File: src/common/tcc_pkg.sv
/*
  Package for the capture/compare/gated timer: register offsets, field
  positions, reset values, mode codes and the control register layout.
  Assumes a single clock domain and an APB slave with 32-bit data.
*/
package tcc_pkg;

  localparam logic [7:0]  TCC_OFS_COUNT   = 8'h00;
  localparam logic [7:0]  TCC_OFS_COMPARE = 8'h04;
  localparam logic [7:0]  TCC_OFS_CAPTURE = 8'h08;
  localparam logic [7:0]  TCC_OFS_FLAG    = 8'h0C;
  localparam logic [7:0]  TCC_OFS_CONTROL = 8'h10;
  localparam logic [7:0]  TCC_OFS_INTEN   = 8'h14;

  localparam int          TCC_BIT_MODE_LO = 0;
  localparam int          TCC_BIT_PRES_LO = 3;
  localparam int          TCC_BIT_POL     = 6;
  localparam int          TCC_BIT_EN      = 7;
  localparam int          TCC_BIT_PRES_HI = 8;
  localparam int          TCC_BIT_OUT_EN  = 9;
  localparam int          TCC_BIT_NOOP    = 12;

  localparam logic [31:0] TCC_RST_COUNT   = 32'h0000_0000;
  localparam logic [31:0] TCC_RST_COMPARE = 32'h0000_0000;
  localparam logic [31:0] TCC_RST_CAPTURE = 32'h0000_0000;
  localparam logic [31:0] TCC_RST_CONTROL = 32'h0000_1000;
  localparam logic [31:0] TCC_RELOAD_ONE  = 32'h0000_0001;
  localparam logic [31:0] TCC_RELOAD_ZERO = 32'h0000_0000;
  localparam logic [31:0] TCC_CONTROL_WMASK = 32'h0000_03FF;
  localparam logic [3:0]  TCC_PRES_MAX    = 4'hC;

  typedef enum logic [2:0] {
    TCC_MODE_ONESHOT = 3'b000,
    TCC_MODE_CONT    = 3'b001,
    TCC_MODE_COUNTER = 3'b010,
    TCC_MODE_PWM     = 3'b011,
    TCC_MODE_CAPTURE = 3'b100,
    TCC_MODE_COMPARE = 3'b101,
    TCC_MODE_GATED   = 3'b110,
    TCC_MODE_CAPCMP  = 3'b111
  } tcc_mode_t;

  typedef struct packed {
    logic       out_en;
    logic       prescale_high_bit;
    logic       enable;
    logic       polarity;
    logic [2:0] prescale_low;
    tcc_mode_t  mode;
  } tcc_ctrl_t;

endpackage

File: src/tcc_timer.sv
/*
  Timer with capture, compare, gated and capture/compare modes, reached
  over APB. Assumes timer_pin_in is synchronous-capable but is still
  resynchronised here; APB master follows the usual setup/access order.
*/
// Behaviour
// - Mode code 4 selects capture; software sets it while disabled.
// - Capture edge copies counter into capture register and sets the flag.
// - Capture in capture mode never stops or reloads the counter.
// - Capture mode: counter equal to compare reloads to one and sets flag.
// - Capture registers on the count tick after the selected pin transition.
// - Software counter value only seeds the first period; reloads give one, except in compare mode, which reloads zero.
// - Mode code 5 selects compare mode, a 32-bit period timer.
// - Compare mode period end sets the counter to zero.
// - Compare period end toggles pin if output enabled and sets flag.
// - Compare period ends on the count tick after the match cycle.
// - Mode code 6 selects gated mode; pin acts as input.
// - Gated mode counts only while pin is at the active level.
// - Gated mode match reloads counter to one and sets flag.
// - Mode code 7 selects capture/compare; pin acts as input.
// - Capture/compare idles until first selected edge; that edge sets no flag.
// - Polarity zero selects rising edge, one falling, in capture/compare.
// - Later edges capture, set flag and reload the counter to one.
// - Without capture, match sets flag on the next count tick and reloads to one.
// - Interrupt request rises only when the flag is set and enabled.
// - Four-bit prescale code 0 to 12 divides by powers of two.
// - Flag stays set until any write to its bit clears it.
module tcc_timer
  import tcc_pkg::*;
#(
  parameter int PRES_W = 12
) (
  input  wire logic        clock,
  input  wire logic        rstn,
  input  wire logic        psel,
  input  wire logic        penable,
  input  wire logic        pwrite,
  input  wire logic [7:0]  paddr,
  input  wire logic [31:0] pwdata,
  output logic      [31:0] prdata,
  output logic             pready,
  output logic             pslverr,
  input  wire logic        timer_pin_in,
  output logic             timer_pin_out,
  output logic             timer_pin_oe,
  output logic             timer_irq
);

  logic [31:0] timer_counter_value_r;
  logic [31:0] period_compare_value_r;
  logic [31:0] capture_or_duty_value_r;
  logic        timer_event_flag_r;
  tcc_ctrl_t   timer_control_r;
  logic        irq_enable_r;
  logic [PRES_W-1:0] pres_cnt_r;
  logic        pin_s1_r;
  logic        pin_s2_r;
  logic        pin_prev_r;
  logic        started_r;
  logic        pin_level_r;

  logic        wr_en;
  logic        rd_en;
  logic        tick;
  logic [3:0]  pres_code;
  logic        pin_edge;
  logic        pin_active;
  logic        cnt_match;
  logic        ev_period;
  logic        ev_capture;
  logic        do_reload_one;
  logic        do_reload_zero;
  logic        do_count;
  logic        do_start;
  logic        cnt_written;

  // Register write/read strobes in the access phase
  assign wr_en = psel && penable && pwrite;
  assign rd_en = psel && penable && !pwrite;

  function automatic logic addr_hit(input logic [7:0] a, input logic [7:0] ofs);
    addr_hit = (a == ofs);
  endfunction

  function automatic logic [PRES_W-1:0] pres_mask(input logic [3:0] code);
    logic [PRES_W-1:0] m;
    m = '0;
    for (int i = 0; i < PRES_W; i++) begin
      if (i < int'(code)) begin
        m[i] = 1'b1;
      end
    end
    pres_mask = m;
  endfunction

  assign cnt_written = wr_en && addr_hit(paddr, TCC_OFS_COUNT);

  // Count tick every 2^code clocks; reserved codes fall back to the slowest
  assign pres_code = (({timer_control_r.prescale_high_bit, timer_control_r.prescale_low}) > TCC_PRES_MAX)
                     ? TCC_PRES_MAX : {timer_control_r.prescale_high_bit, timer_control_r.prescale_low};
  assign tick = timer_control_r.enable && ((pres_cnt_r & pres_mask(pres_code)) == pres_mask(pres_code));

  always_ff @(posedge clock or negedge rstn) begin
    if (!rstn) begin
      pres_cnt_r <= '0;
    end else if (!timer_control_r.enable) begin
      pres_cnt_r <= '0;
    end else if (tick) begin
      pres_cnt_r <= '0;
    end else begin
      pres_cnt_r <= pres_cnt_r + 1'b1;
    end
  end

  // Two-flop synchroniser; only the second stage feeds edge logic
  always_ff @(posedge clock or negedge rstn) begin
    if (!rstn) begin
      pin_s1_r <= 1'b0;
      pin_s2_r <= 1'b0;
    end else begin
      pin_s1_r <= timer_pin_in;
      pin_s2_r <= pin_s1_r;
    end
  end

  // Previous level sampled at count ticks, so edges are seen per tick
  always_ff @(posedge clock or negedge rstn) begin
    if (!rstn) begin
      pin_prev_r <= 1'b0;
    end else if (tick || !timer_control_r.enable) begin
      pin_prev_r <= pin_s2_r;
    end
  end

  // Capture mode: edge into active level; capture/compare: pol 0 rising, 1 falling
  assign pin_edge   = timer_control_r.polarity ? (pin_prev_r && !pin_s2_r)
                                               : (!pin_prev_r && pin_s2_r);
  assign pin_active = pin_s2_r ^ timer_control_r.polarity;
  assign cnt_match  = (timer_counter_value_r == period_compare_value_r);

  always_comb begin
    ev_period      = 1'b0;
    ev_capture     = 1'b0;
    do_reload_one  = 1'b0;
    do_reload_zero = 1'b0;
    do_count       = 1'b0;
    do_start       = 1'b0;
    // Period ends on the tick that leaves the match value, so it lasts compare - start + 1 ticks
    if (tick) begin
      unique case (timer_control_r.mode)
        TCC_MODE_CAPTURE: begin
          ev_capture    = pin_edge;
          ev_period     = cnt_match;
          do_reload_one = cnt_match;
          do_count      = 1'b1;
        end
        TCC_MODE_COMPARE: begin
          ev_period      = cnt_match;
          do_reload_zero = cnt_match;
          do_count       = 1'b1;
        end
        TCC_MODE_GATED: begin
          ev_period     = cnt_match;
          do_reload_one = cnt_match;
          do_count      = pin_active;
        end
        TCC_MODE_CAPCMP: begin
          if (!started_r) begin
            do_start = pin_edge;
          end else begin
            ev_capture    = pin_edge;
            ev_period     = cnt_match && !pin_edge;
            do_reload_one = pin_edge || cnt_match;
            do_count      = 1'b1;
          end
        end
        default: begin
          do_count = 1'b0;
        end
      endcase
    end
  end

  // Capture/compare start latch, cleared on disable
  always_ff @(posedge clock or negedge rstn) begin
    if (!rstn) begin
      started_r <= 1'b0;
    end else if (!timer_control_r.enable) begin
      started_r <= 1'b0;
    end else if (do_start) begin
      started_r <= 1'b1;
    end
  end

  // Counter; software writes only seed the first period
  always_ff @(posedge clock or negedge rstn) begin
    if (!rstn) begin
      timer_counter_value_r <= TCC_RST_COUNT;
    end else if (cnt_written) begin
      timer_counter_value_r <= pwdata;
    end else if (do_reload_zero) begin
      timer_counter_value_r <= TCC_RELOAD_ZERO;
    end else if (do_reload_one) begin
      timer_counter_value_r <= TCC_RELOAD_ONE;
    end else if (do_count) begin
      timer_counter_value_r <= timer_counter_value_r + 32'h0000_0001;
    end
  end

  always_ff @(posedge clock or negedge rstn) begin
    if (!rstn) begin
      capture_or_duty_value_r <= TCC_RST_CAPTURE;
    end else if (ev_capture) begin
      capture_or_duty_value_r <= timer_counter_value_r;
    end else if (wr_en && addr_hit(paddr, TCC_OFS_CAPTURE)) begin
      capture_or_duty_value_r <= pwdata;
    end
  end

  always_ff @(posedge clock or negedge rstn) begin
    if (!rstn) begin
      period_compare_value_r <= TCC_RST_COMPARE;
    end else if (wr_en && addr_hit(paddr, TCC_OFS_COMPARE)) begin
      period_compare_value_r <= pwdata;
    end
  end

  // Settings steer the block; software is trusted to disable first
  always_ff @(posedge clock or negedge rstn) begin
    if (!rstn) begin
      timer_control_r <= tcc_ctrl_t'(TCC_RST_CONTROL[9:0]);
      irq_enable_r    <= 1'b0;
    end else if (wr_en && addr_hit(paddr, TCC_OFS_CONTROL)) begin
      timer_control_r <= tcc_ctrl_t'(pwdata[9:0]);
    end else if (wr_en && addr_hit(paddr, TCC_OFS_INTEN)) begin
      irq_enable_r <= pwdata[0];
    end
  end

  // Set wins over a same-cycle software clear
  always_ff @(posedge clock or negedge rstn) begin
    if (!rstn) begin
      timer_event_flag_r <= 1'b0;
    end else if (ev_period || ev_capture) begin
      timer_event_flag_r <= 1'b1;
    end else if (wr_en && addr_hit(paddr, TCC_OFS_FLAG)) begin
      timer_event_flag_r <= 1'b0;
    end
  end

  always_ff @(posedge clock or negedge rstn) begin
    if (!rstn) begin
      timer_irq <= 1'b0;
    end else begin
      timer_irq <= timer_event_flag_r && irq_enable_r;
    end
  end

  // Compare-mode output toggles at each period end, idles at polarity
  always_ff @(posedge clock or negedge rstn) begin
    if (!rstn) begin
      pin_level_r <= 1'b0;
    end else if (!timer_control_r.enable) begin
      pin_level_r <= 1'b0;
    end else if (ev_period && timer_control_r.mode == TCC_MODE_COMPARE) begin
      pin_level_r <= !pin_level_r;
    end
  end

  always_ff @(posedge clock or negedge rstn) begin
    if (!rstn) begin
      timer_pin_out <= 1'b0;
      timer_pin_oe  <= 1'b0;
    end else begin
      timer_pin_out <= pin_level_r ^ timer_control_r.polarity;
      timer_pin_oe  <= timer_control_r.out_en && (timer_control_r.mode == TCC_MODE_COMPARE);
    end
  end

  // Zero-wait APB; unmapped addresses read zero and flag an error
  always_ff @(posedge clock or negedge rstn) begin
    if (!rstn) begin
      prdata  <= 32'h0000_0000;
      pready  <= 1'b0;
      pslverr <= 1'b0;
    end else begin
      pready  <= psel && !penable;
      pslverr <= psel && !penable && !(addr_hit(paddr, TCC_OFS_COUNT) || addr_hit(paddr, TCC_OFS_COMPARE)
                 || addr_hit(paddr, TCC_OFS_CAPTURE) || addr_hit(paddr, TCC_OFS_FLAG)
                 || addr_hit(paddr, TCC_OFS_CONTROL) || addr_hit(paddr, TCC_OFS_INTEN));
      if (psel && !penable && !pwrite) begin
        unique case (paddr)
          TCC_OFS_COUNT:   prdata <= timer_counter_value_r;
          TCC_OFS_COMPARE: prdata <= period_compare_value_r;
          TCC_OFS_CAPTURE: prdata <= capture_or_duty_value_r;
          TCC_OFS_FLAG:    prdata <= {31'h0000_0000, timer_event_flag_r};
          TCC_OFS_CONTROL: prdata <= {19'h0_0000, 1'b1, 2'b00, timer_control_r};
          TCC_OFS_INTEN:   prdata <= {31'h0000_0000, irq_enable_r};
          default:         prdata <= 32'h0000_0000;
        endcase
      end else if (rd_en) begin
        prdata <= prdata;
      end
    end
  end

endmodule

File: config.mk
export PLATFORM = sky130hd
export DESIGN_NAME = tcc_timer
export DESIGN_NICKNAME = d
export VERILOG_FILES = /design/src/common/tcc_pkg.sv /design/src/tcc_timer.sv
export SDC_FILE = /design/constraint.sdc
export NUM_CORES = 1
export LEC_CHECK = 0
export ABC_AREA = 1
export BUFFER_PORTS_ARGS = -buffer_cell sky130_fd_sc_hd__buf_4
export CAP_MARGIN = 20
export CORE_MARGIN = 5
export CORE_UTILIZATION = 41
export DETAILED_ROUTE_END_ITERATION = 12
export PLACE_DENSITY = 0.57
export SYNTH_ARGS = -nofsm -noshare
export SYNTH_HDL_FRONTEND = slang
export SYNTH_SLANG_ARGS = --single-unit
File: constraint.sdc
create_clock -name clock -period 2 [get_ports clock]
set_clock_uncertainty 0.05 [all_clocks]
set_input_delay 0.2 -clock clock [delete_from_list [all_inputs] [get_ports clock]]
set_output_delay 0.2 -clock clock [all_outputs]
set_load 0.02 [all_outputs]
==> flow_summary.ini, run 1 <==
[detailed_routing]
vias_per_cell = 5.28
drtIter0Drc = 917
drc = 0
wirelength_microns = 32300
wl_per_cell_microns = 18.2
dr.pass1.iters = 5
ant_nets = 0
vias = 9397

[worst_setup_path]
worst_path_largest_cell_delay_ns = 0.91
r2r_end = timer_counter_value_r[12]
cp_top_family = compound AO/OA/AOI/OAI gates
cp_slowest_cell = o311ai_1
r2r_slack_ns = -0.25
endpoint_kind = register
crit_chain = or2_2 -> nand2_1 -> o311ai_1 -> nand2_8 -> nand3_4 -> inv_6 -> nand2_1 -> nand2_1
crit_top_cell = nand2_1
worst-path-buf-inv = 1
cp_max_fo = 26
critPathKind = register to register
cp.arrival_ns = 2.53
reg2reg_depth = 8
cp_data_required_time_ns = 2.28
startpoint_type = register
r2r_start = timer_control_r[6]

[hold_path]
min_to = capture_or_duty_value_r[15]
worstHoldStart = pwdata[15]
hold_class = input port to register
hold_depth = 3

[timing]
rsz0062_at_grt = yes
fin_ws_ns = -0.248
max_slew_margin = 0.237
finalHoldViolations = 0
max_freq_ghz = 0.445
fin_crit_sh = 1.12
period_needed_ns = 2.25
worst_pin_slew_ns = 1.13
setup_viol = 64
slew_viol_final = 0

[global_route]
overflow = 0
grt_max_degree = 57
grt_pass1_vias = 9013
grtUsageTotal = 0.251
antenna_found_initial = 1
grt_pass1_wl_microns = 50900

[logic_synthesis]
synth_warnings = 0
synth_cells = 1224
synthArstFlopShare = 1.00
synth_area_per_cell_sq_um = 7.52
ys_seq_elements = 162
netlist_area_sq_um = 9210
synth_nets = 1272
synth_ff_type = dfrtp_1
synth-edff-count = 0
yosysSeqAreaShare = 0.440
yosysUniqueCellTypes = 44

[place]
io_buffer_count = 82
dp_slack_ns = -0.352
dpl.hpwl_microns = 23800
place_congestion = 0.936
dp.cells = 1708

[floorplanning]
start_util = 0.419
ios = 83
design.core.area_sq_um = 22000
die_w_microns = 160
die-area_sq_um = 25600
rows = 54
die_y_microns = 160

[cts]
htreeDepth = 4
cts-root-buf = clkbuf_16
cts.sinks = 162
cts_max_path_buffers = 2
cts_tree = done
numCtsBuffers = 17
clk_pin_slew_ns = 0.07
clkLatencyLatePin_ns = 0.44

[power_and_ir_drop]
power_density_nw_per_um2 = 570
ir_worst_vdd_v = 0.000505
p_leak_uw = 0.00621

[outcome]
violations = negative setup slack
outcome = complete, but fails checks

[layout]
fin_nets = 1534
instances_no_fill = 1779
antenna_cells = 0
layout-drive-gt1-share = 0.258
syn2layout_area_growth_pct = 38.0
nFillCells = 2020

[flow_run]
cap_violations = 0
-- metrics by stage --
step / utilization / TNS (ns) / power [uW] / area, sq um / hold WS, ns
after CTS: 0.566 / -7.88 / 7280 / 12400 / 0.000772
after detailed placement: 0.521 / -16.87 / 3840 / 11500 / 0.0495
after global routing: 0.579 / -18.03 / 7480 / 12700 / 0.0130
after global placement: 0.521 / -16.11 / 3830 / 11500 / 0.0433
final: 0.579 / -11.71 / 7240 / 12700 / 0.00741
after floorplan: - / 0 / 3550 / 9210 / -0.146
-- worst register-to-register path: cells and delay by family (launching register included) --
family,cells,cell delay (ns)
AOI/OAI and AO/OA,1,0.91
buffers and inverters,1,0.12
DFF,1,0.43
and+or+nand+nor,6,0.63
-- cells in the mapped netlist, types with 21 or more instances --
master,n,area share
dfrtp_1,162,0.44
nor2_1,87,0.035
buf_2,27,0.015
o211ai_1,22,0.018
a21oi_1,40,0.022
o21ai_0,65,0.035
nand4_1,21,0.014
nand2_1,334,0.14
nand3_1,100,0.054
clkbuf_1,28,0.011
nor3_1,32,0.017
inv_1,130,0.053
xnor2_1,24,0.023
o22ai_1,29,0.020
-- kinds of logic after synthesis --
logic type	after synthesis	share of synthesized area
AND/OR/NAND/NOR	610	0.288
XOR/XNOR	43	0.0409
buffers and inverters	205	0.0902
AO/OA/AOI/OAI	194	0.128
adder cells (fa/ha/maj)	2	0.00272
multiplexers	8	0.00978
flip-flops	162	0.440
-- how the worst max path moves through the flow --
| stage | slack, ns | endpoint | startpoint | cells after the start |
|---|---|---|---|---|
| final | -0.25 | timer_counter_value_r[12] | timer_control_r[6] | 8 |
| after global routing | -0.34 | timer_counter_value_r[17] | timer_control_r[8] | 14 |
| after CTS | -0.19 | timer_counter_value_r[17] | timer_control_r[8] | 12 |
| after detailed placement | -0.35 | timer_counter_value_r[12] | timer_control_r[6] | 8 |
| after global placement | -0.35 | timer_counter_value_r[13] | timer_control_r[6] | 8 |
| after floorplan | 0.0006 | capture_or_duty_value_r[0] | timer_control_r[8] | 12 |
-- registers in the layout, summed over array words and instances, names as in the netlist --
name / count
pin_s2_r: 1
capture_or_duty_value_r: 32
timer_pin_out: 1
timer_control_r: 10
timer_irq: 1
irq_enable_r: 1
pin_level_r: 1
timer_event_flag_r: 1
prdata: 32
period_compare_value_r: 32
pin_prev_r: 1
started_r: 1
pready: 1
pres_cnt_r: 12
timer_counter_value_r: 32
pslverr: 1
pin_s1_r: 1
timer_pin_oe: 1
-- cell usage in the layout, fill, tap and decap left out, types with 10 or more instances in the layout --
| cell | n |
|---|---|
| xnor2_1 | 23 |
| nand2_1 | 325 |
| clkbuf_16 | 18 |
| buf_12 | 19 |
| buf_4 | 247 |
| inv_2 | 13 |
| a21oi_1 | 40 |
| nand4_1 | 21 |
| o211ai_1 | 22 |
| nand3b_1 | 10 |
| dlygate4sd3_1 | 28 |
| nand2_2 | 11 |
| nor3_1 | 32 |
| inv_1 | 128 |
| o22ai_1 | 29 |
| a221oi_1 | 12 |
| o21ai_0 | 65 |
| nand3_1 | 93 |
| dfrtp_1 | 158 |
| o221ai_1 | 10 |
| xor2_1 | 19 |
| nor2_1 | 77 |
-- area by class of cell --
type                    count  area (sq um)  area share
multi-input cells         857          4500       0.354
flip-flops and latches    162          4060       0.319
repair buffers            304          2640       0.208
inverters                 144           554      0.0436
clock buffers              18           429      0.0338
well taps                 280           350      0.0276
clock inverters            14           168      0.0132
-- metal layers --
metal | wire length [microns] | vias to the layer above | track usage
li1 | - | 4559 | -
met1 | 15600 | 4430 | 0.382
met2 | 13500 | 355 | 0.364
met3 | 2620 | 53 | 0.0562
met4 | 584 | 0 | 0.0571
met5 | 0 | - | 0
-- timing repair --
item                       4_1_cts  5_1_grt
hold endpoints to repair       183        1
setup endpoints to repair       64       66
gates resized for setup         22       46
gates cloned                     1        2
hold buffers                    27        1
buffers inserted                 5        3
pin swaps                        5       24
-- where the power goes --
part	leakage, uW	switching (uW)	internal, uW
clock	0.000295	1530	1880
combinational	0.00390	268	216
sequential	0.00202	30.0	3320
total	0.00621	1830	5420
Power figures use the tool's default switching activity.
==> run 2: changes to the inputs <==
Settings changed: PLACE_DENSITY 0.57 to 0.7.
==> run 2 against run 1 <==
The run still ends with negative setup slack left. Worst setup slack lost 0.058 ns. Total power grew 0.45%. Critical path depth grew 5. Critical endpoint is now timer_counter_value_r[21]. Largest cell class unchanged.
==> flow_summary.ini, run 2 (synthesized netlist as in run 1, its figures left out) <==
[worst_setup_path]
cp_slowest_cell = dfrtp_2
worst_path_largest_cell_delay_ns = 0.46
crit_top_cell = nand2_1
endpoint_kind = register
cp_data_required_time_ns = 2.28
r2r_start = timer_control_r[5]
cp_max_fo = 12
startpoint_type = register
reg2reg_depth = 13
r2r_slack_ns = -0.31
crit_chain = nor2_4 -> nand2_2 -> o21ai_2 -> nand2_2 -> nor3_4 -> nand3_4 -> nor2_4 -> clkinvlp_4 -> buf_12 -> nand3_1 -> nand2_1 -> nand2_1 -> nand2_1
r2r_end = timer_counter_value_r[21]
cp.arrival_ns = 2.59
critPathKind = register to register

[floorplanning]
ios = 83
die_y_microns = 160
start_util = 0.419
rows = 54
die-area_sq_um = 25600
die_w_microns = 160
design.core.area_sq_um = 22000

[detailed_routing]
drtIter0Drc = 1140
vias = 9752
drc = 0
ant_nets = 0
wl_per_cell_microns = 18.2
vias_per_cell = 5.52
dr.pass1.iters = 9
wirelength_microns = 32200

[layout]
instances_no_fill = 1768
layout-drive-gt1-share = 0.268
syn2layout_area_growth_pct = 38.6
fin_area_sq_um = 12800
antenna_cells = 0
final_common_cell = nand2_1
fin_nets = 1523
final_cell_mix = nand2_1, buf_4, dfrtp_1, inv_1, nor2_1

[cts]
htreeDepth = 4
cts_max_path_buffers = 2
cts.sinks = 162
cts_tree = done
clkLatencyLatePin_ns = 0.44
clk_pin_slew_ns = 0.07
cts-root-buf = clkbuf_16
numCtsBuffers = 17

[timing]
setup_viol = 79
max_slew_margin = 0.471
rsz0062_at_grt = yes
slew_viol_final = 0
worst_pin_slew_ns = 0.794
finalHoldViolations = 0
max_freq_ghz = 0.434
fin_ws_ns = -0.306
period_needed_ns = 2.31
fin_crit_sh = 1.15

[hold_path]
min_to = capture_or_duty_value_r[18]
hold_depth = 3
hold_class = input port to register
worstHoldStart = pwdata[18]

[global_route]
grtUsageTotal = 0.241
overflow = 0
grt_pass1_wl_microns = 49500
grt_max_degree = 57
antenna_found_initial = 0
grt_pass1_vias = 9107

[place]
dpl_cell_area_sq_um = 11300
dpl.hpwl_microns = 22500
place_congestion = 0.966
dp.cells = 1691
dp_slack_ns = -0.304
io_buffer_count = 82

[outcome]
outcome = complete, but fails checks
violations = negative setup slack

[power_and_ir_drop]
p_leak_uw = 0.00623
ir_worst_vdd_v = 0.000332
power_uw = 7280
power_density_nw_per_um2 = 570

[flow_run]
cap_violations = 0
-- run 2: changes by cell type in the layout (fill, tap and decap cells not counted), sizes merged --
| cell | change |
|---|---|
| buf | -12 |
| dlygate4sd3 | -1 |
| clkinv | +2 |
| inv | -2 |
| clkbuf | +2 |
-- run 2: power by group --
part	switching [uW]	internal (uW)
clock	1490	1920
sequential	31.8	3320
combinational	284	231
total	1810	5470
-- run 2: worst max path at each step --
stage | start | end | slack (ns)
6_report | timer_control_r[5] | timer_counter_value_r[21] | -0.31
4_1_cts | timer_control_r[5] | timer_counter_value_r[5] | -0.15
5_1_grt | timer_control_r[5] | timer_counter_value_r[21] | -0.38
2_1_floorplan | timer_control_r[8] | capture_or_duty_value_r[0] | 0.0006
3_5_place_dp | timer_counter_value_r[8] | timer_counter_value_r[27] | -0.30
3_3_place_gp | timer_counter_value_r[8] | timer_counter_value_r[14] | -0.22
-- run 2: routing by layer --
metal / share of wire / global-route usage
met2: 0.44 / 0.364
met4: 0.026 / 0.0786
met5: 0 / 0
met1: 0.43 / 0.349
met3: 0.11 / 0.0495
-- run 2: final cells by class --
class	instances	area [sq um]
Sequential cell	162	4060
Inverter	144	562
Clock inverter	14	175
Tap cell	280	350
Timing Repair Buffer	293	2530
Clock buffer	18	439
Fill cell	1903	9200
Multi-Input combinational cell	857	4640
-- run 2: critical path: cells and delay by family (launching register included) --
| family | cells | cell delay, ns |
|---|---|---|
| flops | 1 | 0.46 |
| simple gates | 10 | 1.23 |
| buf+inv | 2 | 0.31 |
| compound gates | 1 | 0.15 |
-- run 2: what timing repair did --
item | CTS | global route
gates cloned | 0 | 5
setup buffers | 10 | 3
resized for setup | 17 | 67
hold buffers | 27 | 0
pin swaps | 3 | 8
endpoints found under the setup margin | 66 | 80
hold endpoints to repair | 69 | 0
-- run 2: stage by stage --
| stage | TNS [ns] | util | hold WS [ns] |
|---|---|---|---|
| 6_report | -13.96 | 0.581 | 0.0103 |
| 5_1_grt | -22.13 | 0.581 | 0.0105 |
| 4_1_cts | -7.57 | 0.561 | 0.000188 |
| 3_5_place_dp | -13.90 | 0.514 | 0.105 |
| 3_3_place_gp | -10.03 | 0.514 | 0.0990 |
| 2_1_floorplan | 0 | - | -0.146 |
